===== src/hfq_pkg.sv =====
// package for the host frame queue control block: register map, sizes, timing
// assumes a single 100 MHz clock and one aligned 32-bit word per register
package hfq_pkg;

	// ==========================================================
	// clock and timing
	localparam int unsigned CLK_PERIOD_NS = 10;
	// time the queue memory needs to give back a released rx frame
	localparam int unsigned RELEASE_NS = 20;
	localparam int unsigned RELEASE_CYC = (RELEASE_NS + CLK_PERIOD_NS - 1) / CLK_PERIOD_NS;
	localparam logic [3:0] RELEASE_CYC_C = 4'(RELEASE_CYC);

	// ==========================================================
	// queue sizes
	localparam int unsigned CNT_W = 13;
	localparam logic [12:0] QUEUE_BYTES = 13'h1000;
	localparam logic [12:0] STATUS_WORD_BYTES = 13'h004;
	localparam int unsigned LEN_FIFO_DEPTH = 8;

	// ==========================================================
	// register indices, byte address is four times the index
	localparam logic [3:0] TX_ENQUEUE_COMMAND_IDX = 4'h0;
	localparam logic [3:0] RX_RELEASE_COMMAND_IDX = 4'h2;
	localparam logic [3:0] TX_FREE_SPACE_IDX = 4'h8;
	localparam logic [3:0] RX_PENDING_BYTES_IDX = 4'ha;
	localparam logic [3:0] INTERRUPT_ENABLE_REG_IDX = 4'hc;

	// ==========================================================
	// field positions and reset values
	localparam int unsigned CMD_BIT = 0;
	localparam int unsigned RX_IRQ_EN_BIT = 13;
	localparam logic CMD_RST = 1'b0;
	localparam logic IRQ_EN_RST = 1'b0;
	localparam logic HRESP_OKAY = 1'b0;

	function automatic logic hfq_reg_known(input logic [3:0] idx);
		return (idx == TX_ENQUEUE_COMMAND_IDX) || (idx == RX_RELEASE_COMMAND_IDX) ||
			(idx == TX_FREE_SPACE_IDX) || (idx == RX_PENDING_BYTES_IDX) ||
			(idx == INTERRUPT_ENABLE_REG_IDX);
	endfunction : hfq_reg_known

endpackage : hfq_pkg


===== src/hfq_reg_if.sv =====
// interface between the bus slave and the register file of the queue block
// assumes both ends run on the same clock; strobes are one cycle wide
`timescale 1ns/1ps
`default_nettype none
interface hfq_reg_if;
	logic wr;
	logic [3:0] idx;
	logic [15:0] wdata;
	logic [15:0] rdata;
	modport bus (output wr, output idx, output wdata, input rdata);
	modport regs (input wr, input idx, input wdata, output rdata);
endinterface : hfq_reg_if
`default_nettype wire


===== src/hfq_ahb_slave.sv =====
// ahb-lite slave front end: zero wait writes, one wait state on reads
// assumes it is the only slave, so hready is its own hreadyout
`timescale 1ns/1ps
`default_nettype none
module hfq_ahb_slave
	import hfq_pkg::*;
(
	input wire logic mclk,
	input wire logic rst_n,
	input wire logic hsel,
	input wire logic [31:0] haddr,
	input wire logic [1:0] htrans,
	input wire logic hwrite,
	input wire logic [31:0] hwdata,
	input wire logic hready,
	output logic hreadyout,
	output logic hresp,
	output logic [31:0] hrdata,
	hfq_reg_if.bus regs
);
	import hfq_pkg::*;

	typedef struct packed {
		logic ph_valid;
		logic ph_write;
		logic ph_map;
		logic [3:0] ph_idx;
		logic rd_wait;
		logic [31:0] rdata;
	} hfq_ahb_st_t;

	hfq_ahb_st_t st_q, st_d;
	logic rd_first;

	// ==========================================================
	// data phase and address capture
	always_comb begin
		st_d = st_q;
		// the wait state lets the read value be registered before it is driven on hrdata
		rd_first = st_q.ph_valid && !st_q.ph_write && !st_q.rd_wait;
		hreadyout = !rd_first;
		regs.wr = st_q.ph_valid && st_q.ph_write && st_q.ph_map;
		regs.idx = st_q.ph_idx;
		regs.wdata = hwdata[15:0];
		if (rd_first) begin
			st_d.rd_wait = 1'b1;
			st_d.rdata = st_q.ph_map ? {16'h0000, regs.rdata} : 32'h0000_0000;
		end
		if (hready) begin
			st_d.rd_wait = 1'b0;
			st_d.ph_valid = hsel && htrans[1];
			st_d.ph_write = hwrite;
			st_d.ph_idx = haddr[5:2];
			st_d.ph_map = (haddr[31:6] == 26'h0) && (haddr[1:0] == 2'h0) &&
				hfq_reg_known(haddr[5:2]);
		end
	end

	always_ff @(posedge mclk or negedge rst_n) begin
		if (!rst_n) begin
			st_q <= '0;
		end else begin
			st_q <= st_d;
		end
	end

	assign hresp = HRESP_OKAY;
	assign hrdata = st_q.rdata;

endmodule : hfq_ahb_slave
`default_nettype wire


===== src/hfq_len_fifo.sv =====
// small fifo of byte counts, one entry per rx frame held in the queue
// assumes the caller never pushes when full nor pops when empty
`timescale 1ns/1ps
`default_nettype none
module hfq_len_fifo #(
	parameter int unsigned DEPTH = 8,
	parameter int unsigned W = 13
) (
	input wire logic mclk,
	input wire logic rst_n,
	input wire logic push,
	input wire logic [W-1:0] push_len,
	input wire logic pop,
	output logic [W-1:0] head,
	output logic full,
	output logic empty
);
	localparam int unsigned AW = $clog2(DEPTH);

	typedef struct packed {
		logic [DEPTH-1:0][W-1:0] mem;
		logic [AW-1:0] rd;
		logic [AW-1:0] wr;
		logic [AW:0] cnt;
	} hfq_fifo_st_t;

	hfq_fifo_st_t st_q, st_d;

	// ==========================================================
	// pointer and count update
	always_comb begin
		st_d = st_q;
		if (push) begin
			st_d.mem[st_q.wr] = push_len;
			st_d.wr = st_q.wr + 1'b1;
		end
		if (pop) begin
			st_d.rd = st_q.rd + 1'b1;
		end
		st_d.cnt = st_q.cnt + (AW + 1)'(push) - (AW + 1)'(pop);
	end

	always_ff @(posedge mclk or negedge rst_n) begin
		if (!rst_n) begin
			st_q <= '0;
		end else begin
			st_q <= st_d;
		end
	end

	assign head = st_q.mem[st_q.rd];
	assign full = (st_q.cnt == (AW + 1)'(DEPTH));
	assign empty = (st_q.cnt == '0);

endmodule : hfq_len_fifo
`default_nettype wire


===== src/hfq_top.sv =====
// host frame queue control: free tx space, pending rx bytes and the two
// self clearing queue commands, reached over ahb-lite
// assumes the data window and mac engines sit outside on the same clock
//
// Overview of operation
// tx free space read as 13-bit byte count in low bits
// tx queue holds 4096 bytes in total
// tx free count covers payload and per-frame control word
// host checks free space covers next frame before writing
// rx pending data read as 13-bit byte count in low bits
// rx queue holds 4096 bytes in total
// rx queue space covers payload and per-frame status word
// rx pending count moves only when a whole packet lands
// complete rx packet raises interrupt when enable bit 13 set
// arriving frame without enough rx space is discarded
// host drains and releases rx frames promptly
// writing one to tx command bit 0 queues prepared frame
// tx command bit stays set until the frame is sent
// host polls tx command bit low before next frame
// writing one to rx command bit 0 releases current frame
// rx command bit stays set until memory is released
// host polls rx command bit low before next frame
// enqueue resets tx frame pointer to next frame location
// release resets rx frame pointer to next frame location
// reserved register bits read zero and ignore writes
`timescale 1ns/1ps
`default_nettype none
module hfq_top
	import hfq_pkg::*;
(
	input wire logic mclk,
	input wire logic rst_n,
	input wire logic hsel,
	input wire logic [31:0] haddr,
	input wire logic [1:0] htrans,
	input wire logic hwrite,
	input wire logic [2:0] hsize,
	input wire logic [31:0] hwdata,
	input wire logic hready,
	output logic hreadyout,
	output logic hresp,
	output logic [31:0] hrdata,
	input wire logic tx_wr_valid,
	input wire logic [2:0] tx_wr_bytes,
	output logic tx_start,
	output logic [hfq_pkg::CNT_W-1:0] tx_frame_len,
	input wire logic tx_done,
	output logic tx_ptr_reset,
	input wire logic rx_frame_valid,
	input wire logic [hfq_pkg::CNT_W-1:0] rx_frame_len,
	output logic rx_irq,
	output logic rx_drop,
	output logic rx_ptr_reset
);
	import hfq_pkg::*;

	typedef struct packed {
		logic tx_cmd;
		logic [12:0] tx_free;
		logic [12:0] tx_staged;
		logic [12:0] tx_inflight;
		logic tx_start;
		logic tx_ptr_reset;
		logic [12:0] tx_len;
		logic rx_cmd;
		logic [3:0] rx_wait;
		logic [12:0] rx_pend;
		logic rx_irq;
		logic rx_drop;
		logic rx_ptr_reset;
		logic irq_en;
	} hfq_st_t;

	hfq_st_t st_q, st_d;
	hfq_reg_if regs ();

	logic wr_tx_cmd, wr_rx_cmd, wr_irq_en;
	logic [12:0] tx_bytes, rx_need, rx_room, rx_add, rx_sub;
	logic rx_fits, rx_accept, rx_pop;
	logic [12:0] fifo_head;
	logic fifo_full, fifo_empty;

	// ==========================================================
	// bus slave and rx frame length store
	hfq_ahb_slave u_bus (
		.mclk(mclk),
		.rst_n(rst_n),
		.hsel(hsel),
		.haddr(haddr),
		.htrans(htrans),
		.hwrite(hwrite),
		.hwdata(hwdata),
		.hready(hready),
		.hreadyout(hreadyout),
		.hresp(hresp),
		.hrdata(hrdata),
		.regs(regs.bus)
	);

	hfq_len_fifo #(.DEPTH(LEN_FIFO_DEPTH), .W(CNT_W)) u_len (
		.mclk(mclk),
		.rst_n(rst_n),
		.push(rx_accept),
		.push_len(rx_need),
		.pop(rx_pop),
		.head(fifo_head),
		.full(fifo_full),
		.empty(fifo_empty)
	);

	// ==========================================================
	// register write decode
	always_comb begin
		wr_tx_cmd = regs.wr && (regs.idx == TX_ENQUEUE_COMMAND_IDX) && regs.wdata[CMD_BIT];
		wr_rx_cmd = regs.wr && (regs.idx == RX_RELEASE_COMMAND_IDX) && regs.wdata[CMD_BIT];
		wr_irq_en = regs.wr && (regs.idx == INTERRUPT_ENABLE_REG_IDX);
	end

	// ==========================================================
	// register read mux, reserved bits zero
	always_comb begin
		case (regs.idx)
			TX_ENQUEUE_COMMAND_IDX: regs.rdata = {15'h0000, st_q.tx_cmd};
			RX_RELEASE_COMMAND_IDX: regs.rdata = {15'h0000, st_q.rx_cmd};
			TX_FREE_SPACE_IDX: regs.rdata = {3'h0, st_q.tx_free};
			RX_PENDING_BYTES_IDX: regs.rdata = {3'h0, st_q.rx_pend};
			INTERRUPT_ENABLE_REG_IDX: regs.rdata = {2'h0, st_q.irq_en, 13'h0000};
			default: regs.rdata = 16'h0000;
		endcase
	end

	// ==========================================================
	// rx admission: payload plus status word must fit
	always_comb begin
		rx_need = rx_frame_len + STATUS_WORD_BYTES;
		rx_room = QUEUE_BYTES - st_q.rx_pend;
		// uses room before a same-cycle release, so it errs on dropping
		rx_fits = (rx_need <= rx_room) && (rx_frame_len <= QUEUE_BYTES - STATUS_WORD_BYTES);
		rx_accept = rx_frame_valid && rx_fits && !fifo_full;
		rx_pop = st_q.rx_cmd && (st_q.rx_wait == 4'h1);
		rx_add = rx_accept ? rx_need : 13'h0000;
		rx_sub = rx_pop ? fifo_head : 13'h0000;
		tx_bytes = {10'h000, tx_wr_bytes};
	end

	// ==========================================================
	// next state
	always_comb begin
		st_d = st_q;
		st_d.tx_start = 1'b0;
		st_d.tx_ptr_reset = 1'b0;
		st_d.rx_irq = 1'b0;
		st_d.rx_drop = 1'b0;
		st_d.rx_ptr_reset = 1'b0;
		if (wr_irq_en) begin
			st_d.irq_en = regs.wdata[RX_IRQ_EN_BIT];
		end
		// host data writes eat space; an overrun write is ignored
		if (tx_wr_valid && (tx_bytes <= st_q.tx_free)) begin
			st_d.tx_free = st_q.tx_free - tx_bytes;
			st_d.tx_staged = st_q.tx_staged + tx_bytes;
		end
		if (st_q.tx_cmd && tx_done) begin
			st_d.tx_cmd = 1'b0;
			st_d.tx_free = st_d.tx_free + st_q.tx_inflight;
			st_d.tx_inflight = 13'h0000;
		end else if (wr_tx_cmd && !st_q.tx_cmd) begin
			// one frame in flight; a second enqueue while the bit is set is ignored
			st_d.tx_cmd = 1'b1;
			st_d.tx_inflight = st_q.tx_staged;
			st_d.tx_len = st_q.tx_staged;
			// bytes written in this very cycle belong to the next frame
			st_d.tx_staged = st_d.tx_staged - st_q.tx_staged;
			st_d.tx_start = 1'b1;
			st_d.tx_ptr_reset = 1'b1;
		end
		if (rx_pop) begin
			st_d.rx_cmd = 1'b0;
			st_d.rx_wait = 4'h0;
		end else if (st_q.rx_cmd) begin
			st_d.rx_wait = st_q.rx_wait - 4'h1;
		end else if (wr_rx_cmd && !fifo_empty) begin
			st_d.rx_cmd = 1'b1;
			st_d.rx_wait = RELEASE_CYC_C;
			st_d.rx_ptr_reset = 1'b1;
		end
		st_d.rx_pend = st_q.rx_pend + rx_add - rx_sub;
		st_d.rx_irq = rx_accept && st_q.irq_en;
		st_d.rx_drop = rx_frame_valid && !rx_accept;
	end

	always_ff @(posedge mclk or negedge rst_n) begin
		if (!rst_n) begin
			st_q <= '0;
			st_q.tx_free <= QUEUE_BYTES;
			st_q.tx_cmd <= CMD_RST;
			st_q.rx_cmd <= CMD_RST;
			st_q.irq_en <= IRQ_EN_RST;
		end else begin
			st_q <= st_d;
		end
	end

	assign tx_start = st_q.tx_start;
	assign tx_frame_len = st_q.tx_len;
	assign tx_ptr_reset = st_q.tx_ptr_reset;
	assign rx_irq = st_q.rx_irq;
	assign rx_drop = st_q.rx_drop;
	assign rx_ptr_reset = st_q.rx_ptr_reset;

	// ==========================================================
	// checks
	localparam int REL_MAX = 6;
endmodule : hfq_top
`default_nettype wire


===== config.mk =====
export PLATFORM = sky130hd
export DESIGN_NAME = hfq_top
export DESIGN_NICKNAME = d
export VERILOG_FILES = /design/src/hfq_pkg.sv /design/src/hfq_reg_if.sv /design/src/hfq_ahb_slave.sv /design/src/hfq_len_fifo.sv /design/src/hfq_top.sv
export SDC_FILE = /design/constraint.sdc
export NUM_CORES = 1
export LEC_CHECK = 0
export BUFFER_PORTS_ARGS = -buffer_cell sky130_fd_sc_hd__clkbuf_2
export CAP_MARGIN = 5
export CORE_UTILIZATION = 43
export DETAILED_ROUTE_END_ITERATION = 10
export GPL_TIMING_DRIVEN = 0
export PLACE_DENSITY = 0.67
export SLEW_MARGIN = 20
export SYNTH_ARGS = -nofsm -noshare
export SYNTH_HDL_FRONTEND = slang
export SYNTH_HIERARCHICAL = 1
export SYNTH_SLANG_ARGS = --single-unit

===== constraint.sdc =====
create_clock -name mclk -period 5.74 [get_ports mclk]
set_clock_uncertainty 0.1 [all_clocks]
set_input_delay 1.722 -clock mclk [delete_from_list [all_inputs] [get_ports mclk]]
set_output_delay 1.722 -clock mclk [all_outputs]
set_load 0.05 [all_outputs]

==> results of run 1 <==
==> area by class of cell <==
type,count,area share [%]
flip-flops and latches,214,34.6
inverters,69,1.67
diodes,1,0.0162
clock buffers,42,4.97
plain buffers,92,4.14
clock inverters,2,0.0889
multi-input cells,812,45.9
repair buffers,129,5.46
well taps,390,3.15
==> per-stage QoR <==
stage | total power (uW) | setup WS [ns] | TNS [ns] | std cells
after floorplan | 4690 | -0.289 | -0.924 | 1187
after global placement | 5250 | -1.72 | -363.14 | 1668
after detailed placement | 5380 | -1.81 | -67.82 | 1670
after CTS | 7060 | -0.0556 | -0.0961 | 1735
after global routing | 7700 | -0.391 | -1.49 | 1750
final | 7170 | -0.137 | -0.325 | 1751
==> worst min path at each step <==
stage | start | to | cells after the start
2_1_floorplan | tx_frame_len[12] | tx_frame_len[12] | 2
3_3_place_gp | tx_frame_len[0] | tx_frame_len[0] | 2
3_5_place_dp | u_bus/hrdata[14] | u_bus/hrdata[14] | 2
4_1_cts | u_bus/hrdata[14] | u_bus/hrdata[14] | 2
5_1_grt | u_len/st_q[110] | u_len/st_q[110] | 1
6_report | u_bus/hrdata[14] | u_bus/hrdata[14] | 2
==> worst max-delay path: cells and delay by family <==
family                     cells  cell delay (ns)
and+or+nand+nor                7             1.45
xor gates and xnor gates       2             0.34
adders and majority gates      3             1.13
AOI/OAI and AO/OA              6             1.16
buffers and inverters          3             0.42
==> timing repair <==
| item | in CTS | in global routing |
|---|---|---|
| pin swaps | 20 | 26 |
| setup buffers | 21 | 15 |
| setup endpoints to repair | 55 | 6 |
| resized for setup | 37 | 14 |
| hold endpoints to repair | 0 | 0 |
==> state kept, by name (all words and copies together), names as in the netlist <==
name	count
tx_frame_len	13
u_bus/regs.idx	4
u_bus/hrdata	16
rx_ptr_reset	1
tx_ptr_reset	1
rx_drop	1
u_bus/st_q	4
rx_irq	1
st_q	59
u_len/st_q	114
==> power by group <==
group,leakage [uW],switching (uW),internal [uW],total [uW]
Sequential,0.00274,360,2020,2380
Clock,0.000385,614,903,1520
Combinational,0.00421,1560,1720,3280
Total,0.00734,2530,4640,7170
==> layout by cell type (no fill, tap or decap), drive strengths merged, types with 9 or more instances in the layout <==
cell type	n
nor3	20
xor2	27
inv	70
xnor2	52
clkbuf	146
nor4	9
ha	68
a21o	12
a21oi	35
nand3	17
nand2	129
nor2b	12
mux4	26
mux2	137
and2	13
nor2	43
conb	19
dfrtp	213
buf	117
a22o	12
o21ai	69
o21a	9
fa	17
==> metal layers <==
metal  up-vias  routed length, um  GRT usage [%]
met5         -                  0              0
met4         0                530           4.64
met3        40                968           2.40
met2       140              13800           31.5
met1      4431              13400           26.3
li1       4390                  -              -
==> run_results.csv, run 1 <==
group,metric,value,unit
run_status,status,"complete, but fails checks",
run_status,violations,"setup timing",
sta,slew_viol_final,0,
clock_network,cts.sinks,214,
place,placed_area,14100,sq um
die,initial_utilization,43.7,%
die,die_w,176,um
layout,finish.instance_area,15500,sq um
pwr,power.density,464,nW/um^2
clock_network,clock_latency,0.53,ns
drt,post-route-drc-count,0,
layout,multi_input_area,7100,sq um
clock_network,clock_path_buffers,3,
global_route,overflow,0,
min_path,hold_class,"reg -> reg",
setup_path,max_stage_delay,0.57,ns
die,die_y,176,um
clock_network,postCtsHoldBufs,0,
setup_path,start_kind,"primary input",
setup_path,crit_chain,"clkbuf_2 -> and4_1 -> and4_1 -> xor2_4 -> ha_1 -> nand4_1 -> a311o_1 -> a31oi_2 -> nor2_2 -> clkbuf_8 -> nand2_4 -> fa_1 -> inv_1 -> ha_1 -> a21o_1 -> a21oi_2 -> nor2b_2 -> or4_4 -> a311o_1 -> a21oi_2 -> xnor2_1",
sta,setup_ws,-0.137,ns
die,core_area,29600,sq um
synthesis,synth.avg_cell_area,11.1,sq um
synthesis,synth_cells,1170,
drt,wirelength,28800,um
sta,fmax,0.170,GHz
pwr,leakage,0.00734,uW
drt,wl_per_cell,16.4,um
clock_network,clkSlewWorstSetupHoldPaths,0.06,ns
setup_path,cp_max_fo,5,
setup_path,rrSetupSlack,0.09,ns
layout,fin_util,52.2,%
sta,period_needed,5.88,ns
run,drv_cap,0,
layout,fin_nets,1521,
setup_path,r2r-end,"st_q[15]",
setup_path,required,6.08,ns
setup_path,slowest_stage,"fa_1",
place,io_buffer_count,91,
die,ios,145,
place,gp_congestion,0.853,
die,row_count,63,
sta,setup_viol,3,
layout,syn2layout_area_growth,19.4,%
setup_path,reg2reg_from,"st_q[6]",
drt,routed_via_density,5.14,
synthesis,yosysWarnings,6,
sta,period_share,102,%
global_route,grt_antenna_before_repair,0,
global_route,grt_max_degree,90,
sta,rsz0062_at_grt,"true",
pwr,vdd.ir_drop.worst,218,uV
clock_network,cts_tree,"built",
clock_network,root_buffer,"clkbuf_16",
setup_path,criticalPathCategory,"in -> reg",
place,dp_hpwl,20800,um
die,die_area,30800,sq um
setup_path,crit_path_start,"rx_frame_len[8]",
setup_path,end_kind,"flop",
layout,drive_above_1_share,32.0,%
layout,n_fill_cell,2643,
clock_network,cts_inserted_buffers,25,
setup_path,arrival,6.22,ns
global_route,grtUsageTotal,19.0,%
drt,drt-initial-drc-count,518,
sta,hold_ws,0.374,ns
drt,num_vias,9001,
global_route,grt_pass1_vias,8987,
setup_path,cp-endpoint,"st_q[15]",
sta,finalHoldViolations,0,
setup_path,reg2reg_depth,22,
synthesis,synthesis.area,13000,sq um
global_route,grt_first_pass_wirelength,47000,um
sta,max_slew_margin,40.7,%
drt,dr.pass1.iters,5,
drt,ant_nets,0,
layout,seqCellArea,5360,sq um
sta,worst_slew_pin_slew,0.887,ns
clock_network,htreeDepth,1,
Note: power is estimated with default switching activity, not from simulation.
==> run 2, diff against run 1 <==
- CORE_MARGIN: default -> 2
- RECOVER_POWER: default -> 25
==> run 2 against run 1 <==
Against the previous run: largest power group unchanged; clock power up 3%; design area is 0.53% higher; critical endpoint is now st_q[16]; power increased by 0.81%; via count is 0.23% lower; sequential share of layout area down 0.18 points; critical path depth is 1 higher; highest routed layer unchanged; wire length decreased by 0.14%; combinational power is essentially flat; non-clock buffer count shrank 8; cell count down 0.57%; worst setup slack better by 0.089 ns; the flow finishes with violations (capacitance limit, slew limit, setup timing).
==> run_results.csv, run 2 (synthesized netlist as in run 1, its figures left out) <==
group,metric,value,unit
die,die_area,31500,sq um
layout,syn2layout_area_growth,20.0,%
clock_network,clock_path_buffers,3,
sta,period_share,101,%
setup_path,reg2reg_from,"st_q[6]",
place,placed_area,14100,sq um
run_status,status,"complete, but fails checks",
drt,drt-initial-drc-count,509,
sta,rsz0062_at_grt,"true",
layout,layout_commonest_cell,"dfrtp_1",
layout,num_antenna_cells,0,
setup_path,required,6.03,ns
clock_network,htreeDepth,1,
setup_path,arrival,6.08,ns
layout,top_register,"u_len/st_q",
global_route,grt_max_degree,92,
die,row_count,63,
drt,ant_nets,0,
pwr,power.density,465,nW/um^2
die,core_area,29600,sq um
clock_network,clock_latency,0.52,ns
run,drv_cap,1,
sta,worst_slew_pin_slew,3.31,ns
clock_network,root_buffer,"clkbuf_16",
global_route,grt_pass1_vias,9061,
layout,fin_util,52.5,%
place,dp_hpwl,20700,um
clock_network,clkSlewWorstSetupHoldPaths,0.06,ns
layout,fin_nets,1512,
layout,final_cell_mix,"dfrtp_1, mux2_2, nand2_1",
global_route,overflow,0,
drt,wl_per_cell,16.5,um
die,initial_utilization,43.7,%
global_route,grt_first_pass_wirelength,46300,um
drt,post-route-drc-count,0,
min_path,whs_endpoint,"tx_frame_len[1]",
drt,num_vias,8980,
die,die_y,178,um
setup_path,end_kind,"flop",
setup_path,reg2reg_depth,22,
setup_path,rrSetupSlack,0.23,ns
sta,setup_ws,-0.0475,ns
setup_path,start_kind,"primary input",
sta,finalSetupTns,-0.155,ns
place,gp_congestion,0.852,
run_status,violations,"capacitance limit, slew limit, setup timing",
global_route,grt_antenna_before_repair,0,
clock_network,cts.sinks,214,
sta,slew_viol_final,58,
min_path,hold_class,"reg -> reg",
sta,period_needed,5.79,ns
setup_path,criticalPathCategory,"in -> reg",
sta,max_slew_margin,-121,%
pwr,leakage,0.00734,uW
layout,finish.instance_area,15600,sq um
sta,fmax,0.173,GHz
die,die_w,178,um
drt,wirelength,28700,um
drt,dr.pass1.iters,5,
min_path,hp-start,"tx_frame_len[1]",
global_route,grtUsageTotal,18.3,%
sta,hold_ws,0.377,ns
die,ios,145,
layout,largest_reg_flops,114,
setup_path,cp_max_fo,3,
drt,routed_via_density,5.16,
setup_path,r2r-end,"st_q[16]",
clock_network,cts_inserted_buffers,24,
layout,drive_above_1_share,32.5,%
sta,setup_viol,4,
pwr,vdd.ir_drop.worst,267,uV
clock_network,cts_tree,"built",
min_path,hold_depth,2,
place,io_buffer_count,91,
sta,finalHoldViolations,0,
## run 2: changes by cell type in the layout (fill, tap and decap cells not counted), sizes merged
cell	previous run	this run
buf	117	104
bufinv	0	2
clkinv	1	4
diode	1	0
inv	70	69
## run 2: power by group
part	leakage (uW)	switching [uW]	internal [uW]	total (uW)
registers	0.00274	361	2020	2380
clock network	0.000408	600	972	1570
logic	0.00419	1590	1690	3280
total	0.00734	2550	4680	7230
## run 2: worst max-delay path by stage
stage / start / to / slack [ns] / cells past startpoint
finish: rx_frame_len[6] / st_q[16] / -0.05 / 22
floorplan: rx_frame_len[7] / st_q[15] / -0.29 / 22
detailed placement: rx_frame_len[2] / st_q[16] / -1.74 / 24
global placement: rx_frame_len[2] / st_q[16] / -1.70 / 24
CTS: rx_frame_len[6] / st_q[15] / -0.02 / 22
global route: rx_frame_len[6] / st_q[15] / -0.19 / 22
## run 2: layout make-up
cell class	count	area, sq um
multi-input cells	812	7180
repair buffers	121	822
clock buffers	37	741
well taps	390	488
clock inverters	6	80.1
inverters	69	259
fillers	2584	14100
plain buffers	92	626
flip-flops and latches	214	5360
## run 2: repair_timing
item / 4_1_cts / 5_1_grt
setup endpoints to repair: 53 / 5
pin swaps: 17 / 32
hold buffers: 0 / 0
resized for setup: 46 / 27
buffers inserted: 17 / 12
## run 2: worst max-delay path: stages
cell and delay [ns]:
clkbuf_16 0.10, and3_4 0.18, nor2b_4 0.16, nand4_1 0.21
xnor2_4 0.24, ha_4 0.29, nand4_1 0.14, a311o_1 0.32
a31oi_2 0.22, nor2_2 0.09, clkbuf_8 0.16, nand2_4 0.06
fa_1 0.44, buf_4 0.16, fa_2 0.42, nor2b_4 0.12
o21a_1 0.15, a311o_1 0.23, a21o_1 0.20, o31ai_4 0.10
o21ai_2 0.14, xnor3_1 0.22
## run 2: stage by stage
| step | setup WS (ns) | std cells | total power, uW |
|---|---|---|---|
| 2_1_floorplan | -0.289 | 1187 | 4690 |
| 3_3_place_gp | -1.70 | 1668 | 5260 |
| 3_5_place_dp | -1.74 | 1670 | 5370 |
| 4_1_cts | -0.0152 | 1730 | 7100 |
| 5_1_grt | -0.191 | 1741 | 7740 |
| 6_report | -0.0475 | 1741 | 7230 |
## run 2: metal layers
metal | track usage [%] | part of all wire, % | vias up | wire length, um
met5 | 0 | 0 | - | 0
met4 | 4.58 | 2.5 | 0 | 718
met3 | 2.63 | 3.7 | 45 | 1050
met2 | 31.2 | 48 | 160 | 13900
met1 | 24.5 | 46 | 4414 | 13100
li1 | - | - | 4361 | -
